<file path="src/rtl/tidsl_pkg.sv">
// constants shared by the temperature-indexed set point table block
// assumes an 8-bit paged register port driven by a serial front end on the same clock
// ==========================================================================
// Operation
// - set point is fine byte plus four offsets
// - fine index steps every 4 degrees from -40
// - 2-degree steps from 56, clamp at 102
// - first fine entry serves below -36 degrees
// - coarse entry per 16 degrees, last at +88
// - first coarse entry below -8, second -8..+7
// - four table pairs, pages 04h-07h per channel
// - table mode loads value after each conversion
// - table mode clear: software writes value directly
// - index from left-justified signed temperature result
package tidsl_pkg;

  // ========================================================================
  // geometry
  localparam int          NUM_CH       = 4;
  localparam int          FINE_DEPTH   = 48;
  localparam int          COARSE_DEPTH = 8;
  localparam int          VALUE_W      = 10;

  // ========================================================================
  // register map: page selects the channel, offset selects the entry
  localparam logic [7:0]  PAGE_FIRST   = 8'h04;
  localparam logic [7:0]  PAGE_LAST    = 8'h07;
  localparam logic [7:0]  FINE_BASE    = 8'h80;
  localparam logic [7:0]  FINE_LAST    = 8'hAF;
  localparam logic [7:0]  COARSE_BASE  = 8'hF8;
  localparam logic [7:0]  TABLE_RESET  = 8'h00;
  localparam logic [9:0]  VALUE_RESET  = 10'h000;
  localparam logic [9:0]  VALUE_MAX    = 10'h3FF;
  localparam int          OFFSET_SHIFT = 2;

  // ========================================================================
  // temperature breakpoints in whole degrees, 9-bit signed, then the unsigned table indices they select
  localparam logic signed [8:0] T_FINE_START   = -9'sh028;
  localparam logic signed [8:0] T_FINE_FIRST   = -9'sh024;
  localparam logic signed [8:0] T_FINE_KNEE    =  9'sh038;
  localparam logic signed [8:0] T_FINE_CLAMP   =  9'sh066;
  localparam logic signed [8:0] T_COARSE_START = -9'sh008;
  localparam logic signed [8:0] T_COARSE_CLAMP =  9'sh058;
  localparam logic [5:0]        FINE_KNEE_IDX  = 6'h18;
  localparam logic [5:0]        FINE_LAST_IDX  = 6'h2F;
  localparam logic [2:0]        COARSE_LAST_IDX = 3'h7;

endpackage

</file>
<file path="src/rtl/tidsl_core.sv">
// four-channel set point engine: fine and coarse tables, index math, value registers
// assumes temperature and conversion strobe come from an adc on the same clock
`timescale 1ns/1ps
module tidsl_core
  import tidsl_pkg::*;
(
  input  wire logic                                  clock_i,
  input  wire logic                                  rstn_i,
  input  wire logic [15:0]                           temp_i,
  input  wire logic                                  conv_done_i,
  input  wire logic [tidsl_pkg::NUM_CH-1:0]          table_mode_i,
  input  wire logic                                  reg_wr_i,
  input  wire logic                                  reg_rd_i,
  input  wire logic [7:0]                            reg_page_i,
  input  wire logic [7:0]                            reg_addr_i,
  input  wire logic [7:0]                            reg_wdata_i,
  output logic      [7:0]                            reg_rdata_o,
  input  wire logic                                  value_wr_i,
  input  wire logic [1:0]                            value_ch_i,
  input  wire logic [tidsl_pkg::VALUE_W-1:0]         value_data_i,
  output logic      [tidsl_pkg::NUM_CH-1:0][tidsl_pkg::VALUE_W-1:0] dac_value_o,
  output logic      [5:0]                            temp_table_index_o,
  output logic      [2:0]                            offset_index_o
);
  import tidsl_pkg::*;

  // ==========================================================================
  // state
  typedef struct packed {
    logic [NUM_CH-1:0][FINE_DEPTH-1:0][7:0]   fine_temp_table;
    logic [NUM_CH-1:0][COARSE_DEPTH-1:0][7:0] coarse_offset_table;
    logic [NUM_CH-1:0][VALUE_W-1:0]           value;
    logic [5:0]                               temp_table_index;
    logic [2:0]                               offset_index;
    logic [7:0]                               rdata;
  } tidsl_state_s;

  tidsl_state_s          st;
  tidsl_state_s          next_st;
  logic signed [8:0]     tw;
  logic signed [8:0]     dfine;
  logic signed [8:0]     dcoarse;
  logic [5:0]            fidx;
  logic [2:0]            cidx;
  logic [NUM_CH-1:0][10:0]        sum_w;
  logic [NUM_CH-1:0][VALUE_W-1:0] setpt;
  logic                  page_ok;
  logic [1:0]            ch;
  logic                  fine_hit;
  logic                  coarse_hit;
  logic [5:0]            fine_off;
  logic [2:0]            coarse_off;

  // ==========================================================================
  // index math; only the whole-degree byte matters, the fraction byte temp_i[7:0] is ignored
  assign tw      = {temp_i[15], temp_i[15:8]};
  assign dfine   = tw - ((tw < T_FINE_KNEE) ? T_FINE_START : T_FINE_KNEE);
  assign dcoarse = tw - T_COARSE_START;

  // fine band select, 4-degree then 2-degree steps
  always_comb
  begin
    if (tw < T_FINE_FIRST)
      fidx = '0;
    else if (tw < T_FINE_KNEE)
      fidx = dfine[7:2];
    else if (tw >= T_FINE_CLAMP)
      fidx = FINE_LAST_IDX;
    else
      fidx = FINE_KNEE_IDX + dfine[6:1];
  end

  // coarse band select, 16-degree steps with clamps at both ends
  always_comb
  begin
    if (tw < T_COARSE_START)
      cidx = '0;
    else if (tw >= T_COARSE_CLAMP)
      cidx = COARSE_LAST_IDX;
    else
      cidx = 3'h1 + dcoarse[6:4];
  end

  // ==========================================================================
  // set point per channel; 11-bit sum cannot wrap, so saturation is exact
  always_comb
  begin
    for (int c = 0; c < NUM_CH; c++)
    begin
      sum_w[c] = {3'h0, st.fine_temp_table[c][fidx]}
               + {1'h0, st.coarse_offset_table[c][cidx], 2'h0};
      setpt[c] = (sum_w[c] > {1'h0, VALUE_MAX}) ? VALUE_MAX : sum_w[c][9:0];
    end
  end

  // ==========================================================================
  // register decode: page 04h..07h picks the channel's table pair
  assign page_ok    = (reg_page_i >= PAGE_FIRST) && (reg_page_i <= PAGE_LAST);
  assign ch         = 2'(reg_page_i - PAGE_FIRST);
  assign fine_hit   = page_ok && (reg_addr_i >= FINE_BASE) && (reg_addr_i <= FINE_LAST);
  assign coarse_hit = page_ok && (reg_addr_i >= COARSE_BASE);
  assign fine_off   = 6'(reg_addr_i - FINE_BASE);
  assign coarse_off = 3'(reg_addr_i - COARSE_BASE);

  // next state: table writes, reads, direct value writes, conversion loads
  always_comb
  begin
    next_st = st;
    if (reg_wr_i && fine_hit)
      next_st.fine_temp_table[ch][fine_off] = reg_wdata_i;
    if (reg_wr_i && coarse_hit)
      next_st.coarse_offset_table[ch][coarse_off] = reg_wdata_i;
    // unmapped offsets read as zero
    if (reg_rd_i)
    begin
      if (fine_hit)
        next_st.rdata = st.fine_temp_table[ch][fine_off];
      else if (coarse_hit)
        next_st.rdata = st.coarse_offset_table[ch][coarse_off];
      else
        next_st.rdata = 8'h00;
    end
    // a direct write is dropped while the channel follows the table
    if (value_wr_i && !table_mode_i[value_ch_i])
      next_st.value[value_ch_i] = value_data_i;
    if (conv_done_i)
    begin
      next_st.temp_table_index = fidx;
      next_st.offset_index     = cidx;
      for (int c = 0; c < NUM_CH; c++)
        if (table_mode_i[c])
          next_st.value[c] = setpt[c];
    end
  end

  // single register stage for all state; tables reset to factory blank
  always_ff @(posedge clock_i or negedge rstn_i)
  begin
    if (!rstn_i)
      st <= '0;
    else
      st <= next_st;
  end

  assign reg_rdata_o        = st.rdata;
  assign dac_value_o        = st.value;
  assign temp_table_index_o = st.temp_table_index;
  assign offset_index_o     = st.offset_index;
endmodule // tidsl_core

</file>
<file path="config.mk">
export PLATFORM = sky130hd
export DESIGN_NAME = tidsl_core
export DESIGN_NICKNAME = d
export VERILOG_FILES = /design/src/rtl/tidsl_pkg.sv /design/src/rtl/tidsl_core.sv
export SDC_FILE = /design/constraint.sdc
export NUM_CORES = 2
export LEC_CHECK = 0
export BUFFER_PORTS_ARGS = -buffer_cell sky130_fd_sc_hd__clkbuf_2
export CAP_MARGIN = 20
export CORE_UTILIZATION = 27
export CTS_BUF_LIST = sky130_fd_sc_hd__clkbuf_4 sky130_fd_sc_hd__clkbuf_8
export DETAILED_ROUTE_END_ITERATION = 7
export PLACE_DENSITY = 0.49
export SYNTH_ARGS = -nofsm -noshare
export SYNTH_HDL_FRONTEND = slang
export SYNTH_SLANG_ARGS = --single-unit
</file>
<file path="constraint.sdc">
create_clock -name clock_i -period 8.3 [get_ports clock_i]
set_clock_uncertainty 0.15 [all_clocks]
set_input_delay 1.66 -clock clock_i [delete_from_list [all_inputs] [get_ports clock_i]]
set_output_delay 1.66 -clock clock_i [all_outputs]
set_load 0.1 [all_outputs]
</file>
==> summary by stage <==
Layout
The final layout contains 8495 nets. The area of all placed cells without fillers is 117000 um^2. Compared with the post-synthesis result, the final layout area differs by 14.1%. Cells with a size suffix above 1 make up 36.1% of the layout.

Worst setup path
The worst register-to-register path has a depth of 15. In this run the critical register-to-register path is launched from st[459]. The required time reported for the critical path endpoint is 9.06 ns. The largest fanout of any net on the critical path is 36. The capture point of the worst reg-to-reg path is dac_value_o[5]. The worst endpoint data arrival time is roughly 8 ns.

The critical path startpoint category is an input pin. The type of the worst setup path is input pin to flip-flop. The critical path capture point type is a flip-flop. The setup slack on the worst flop-to-flop path is between 3 and 4 ns.

Power
The leakage power total is between 50 and 60 nW. The design draws 0.0221 W. Dividing total power by cell area gives a power density of roughly 190 nW/um^2. The worst IR drop on VDD is roughly 0.17 mV.

Synthesis
The share of the Yosys chip area taken by registers is 45.1%. The total number of yosys warnings is 0. Synthesis inferred 1849 register bits. The mean instance size in the synthesized netlist is 12.3 um^2. The number of enable flip-flop cells after synthesis is 0. In this run, distinct cell masters in the synthesized netlist total 89.

Among all flip-flop cells after synthesis, the most frequent one is dfrtp_1. The post-synthesis instance area is 103000 um^2. Of all flip-flops after synthesis, the portion carrying an async set or reset was 100%. Counting every net in the synthesized netlist gives 8449. The number of cells produced by synthesis is 8354.

CTS
The buffer count from post-CTS setup fixing is 0. TritonCTS created 344 clock buffers. The root buffer selected by CTS is clkbuf_8.

The clock net in this run drives a total of 1849 sinks. The number of resized instances in the post-cts repair step is 0. TritonCTS built the clock tree. The clock tree synthesis step divided the H-tree into 5 levels. The clock passes through at most 4 buffers.

The later pin in the worst-skew pair is clocked with a latency of 1.13 ns. In this run, post-CTS hold repair placed 0 buffers. After clock tree synthesis, the clock-pin slew on the worst setup and hold paths is 0.07 ns.

Place
The routability-driven placement congestion ratio is 0.987. The placed instances occupy a cell area of 110000 um^2. Summed over all nets, the half-perimeter wirelength after detailed placement is approximately 310000 um. The quantity of I/O buffers inserted on ports is 110. Before CTS, the worst setup slack after placement is between 0.1 and 0.15 ns.

Floorplanning
The total die area is roughly 380000 um^2. The initial utilization of the core area, before any placement, comes to 27.2%. The core region is 377000 um^2. In this run the horizontal extent of the chip is 618 um. The floorplan step set the die height to 618 um. For this design the top-level I/O count stands at 119. After floorplanning, the core was divided into 225 placement rows.

STA
The slew of the pin with the lowest slew margin is about 1.4 ns. For the finished layout, the period the worst path requires is 7.35 ns. The highest clock rate is 0.136 GHz.

The hold violation total from the final report is 0. The summed negative setup slack over all endpoints is 0 ns. The count of final setup violators is 0. The count of pins over their slew limit is 0. The relative slew slack is 9.61%.

The share of the cycle needed by the critical path after routing is between 80% and 90%. Setup slack on the critical path of the routed design comes to roughly 0.95 ns. The worst hold slack is 0.359 ns.

Setup repair after global routing left no endpoint under its margin.

Drt
The detail route stage leaves a number of antenna-violating nets equal to 0. In the routed layout, each cell is associated on average with a via count of roughly 5.7. After detailed routing, the average wire length per cell comes to 32.5 um. The DRC marker count from the first detailed-route iteration is 9339. For this block, the routed nets add up to 444000 um of wire. Before antenna repair, the detailed router went through 8 iterations. The number of remaining DRC errors is 4. The final route contains 77700 vias.

GRT
Global routing finished with a remaining overflow of 0. The initial antenna violation count was 32. The first global-routing pass estimated 616000 um of wire. Global routing used 22.6% of the available tracks across all layers.

The via count of the first global-routing pass is 77900. Entering global routing, the biggest net connects 170 pins.

Worst hold path
In this run the most critical hold path is launched from temp_table_index_o[0]. The path category of the worst min-delay check is flip-flop to flip-flop. The number of cells traversed by the worst hold path is 1. The worst hold path terminates at temp_table_index_o[0].

Run status
The checks that failed: DRC. The run finished, with violations left.

Job
The number of max-capacitance violations reported is 0.
-- metal layers --
metal  GRT usage, %  vias to the layer above  share of wire (%)
li1               -                    31500                  -
met1           29.0                    41000                 40
met2           34.0                     4082                 44
met3           6.34                     1079                9.6
met4           13.3                       30                6.6
met5          0.518                        -              0.093
-- area by class of cell --
type / instances / area [um^2]
Antenna cell: 9 / 22.5
Sequential cell: 1849 / 46300
Inverter: 34 / 128
Multi-Input combinational cell: 5696 / 52900
Timing Repair Buffer: 475 / 4110
Fill cell: 38000 / 260000
Clock inverter: 66 / 678
Tap cell: 4994 / 6250
Clock buffer: 527 / 6660
-- kinds of logic (layout without fill, tap and decap cells) --
kind of cell	count (synthesis)	count (layout)	share of synthesized area, %
fa+ha+maj	33	33	0.432
flops	1849	1849	45.1
simple gates	1857	1857	8.10
xor+xnor	19	19	0.162
other cells	0	9	0
compound gates	934	934	7.01
buf+inv	809	1102	3.53
mux	2853	2853	35.7
-- cells in the mapped netlist, types with 11 or more instances --
library cell / instances / area, um^2
nor2b_1: 18 / 113
nor3_1: 22 / 110
buf_1: 43 / 161
buf_2: 207 / 1040
nand2_2: 31 / 194
or3_1: 20 / 125
a311o_1: 13 / 130
mux2_2: 1487 / 16700
o22ai_1: 31 / 194
a221oi_1: 73 / 639
a22o_1: 15 / 131
nand3_1: 232 / 1160
a21o_1: 14 / 105
o211ai_1: 48 / 360
mux4_2: 457 / 10300
ha_1: 29 / 363
a311oi_1: 137 / 1200
o2111a_1: 17 / 191
a22oi_1: 138 / 1040
nand2b_1: 15 / 93.8
a211oi_1: 69 / 518
a31oi_1: 23 / 144
o31ai_1: 32 / 240
mux2_1: 357 / 4020
a32oi_1: 22 / 193
inv_1: 33 / 124
o32a_1: 24 / 240
o21a_1: 11 / 82.6
clkbuf_1: 439 / 1650
nand4_1: 54 / 338
and3_1: 173 / 1080
o311ai_0: 22 / 193
nor2_1: 100 / 375
mux2i_1: 552 / 5530
a21oi_1: 88 / 440
o21ai_0: 79 / 395
dfrtp_1: 1849 / 46300
buf_4: 85 / 638
nand2_1: 1134 / 4260
-- where the power goes --
part           leakage [nW]  internal [W]  total, W  switching [W]
Combinational          24.0      0.000811   0.00333        0.00252
Clock                  3.90       0.00534   0.00963        0.00429
Sequential             25.7       0.00908   0.00916      0.0000734
Total                  53.6        0.0152    0.0221        0.00688
-- placed cells by master, fill, tap and decap left out, drive strengths merged, types with 17 or more instances in the layout --
master,Yosys,final
dfrtp,1849,1849
mux2,1844,1844
nand2,1165,1165
clkbuf,439,628
mux2i,552,552
mux4,457,457
buf,336,373
nand3,232,232
and3,173,173
a22oi,138,138
a311oi,137,137
nor2,109,109
a21oi,93,93
o21ai,84,84
a221oi,77,77
a211oi,69,69
nand4,54,54
inv,34,50
o211ai,48,48
clkinv,0,37
o31ai,32,32
o22ai,31,31
ha,29,29
nor3,27,27
o32a,24,24
o311ai,24,24
a31oi,23,23
a32oi,22,22
or3,20,20
nor2b,18,18
o2111a,17,17
-- stage by stage --
| step | instances | utilization (%) |
|---|---|---|
| floorplan | 8354 | - |
| global placement | 13000 | 29.0 |
| detailed placement | 13000 | 29.1 |
| CTS | 13600 | 31.0 |
| global route | 13600 | 31.0 |
| finish | 13700 | 31.0 |
-- state kept, by name, indices dropped and copies added (netlist names) --
| name | flops |
|---|---|
| reg_rdata_o | 8 |
| temp_table_index_o | 6 |
| st | 1792 |
| dac_value_o | 40 |
| offset_index_o | 3 |
-- critical path, cell delays in order --
cell and delay, ns:
clkbuf_2 0.21, buf_4 0.22, nand2_1 0.11, or3_1 0.54, o211ai_1 0.29, buf_12 0.33, buf_4 0.42, mux2i_1 0.22
mux2i_1 0.10, mux2i_1 0.54, o32a_1 0.51, nand4_1 0.53, ha_1 0.45, fa_1 0.47, a21o_1 0.19, a21oi_1 0.22
o21bai_1 0.09, a21oi_1 0.24, nor2_1 0.10, a21oi_2 0.26, buf_4 0.18, a32oi_1 0.06
-- worst max path at each step --
stage | from | end | slack, ns | depth (start not counted)
final | temp_i[14] | dac_value_o[5] | 0.95 | 22
after global routing | temp_i[14] | dac_value_o[2] | 1.10 | 22
after CTS | temp_i[14] | dac_value_o[5] | 1.31 | 22
after detailed placement | temp_i[14] | dac_value_o[1] | 0.14 | 22
after global placement | temp_i[14] | dac_value_o[6] | 0.12 | 22
after floorplan | temp_i[11] | dac_value_o[30] | 1.68 | 22
Note: power is estimated with default switching activity, not from simulation.
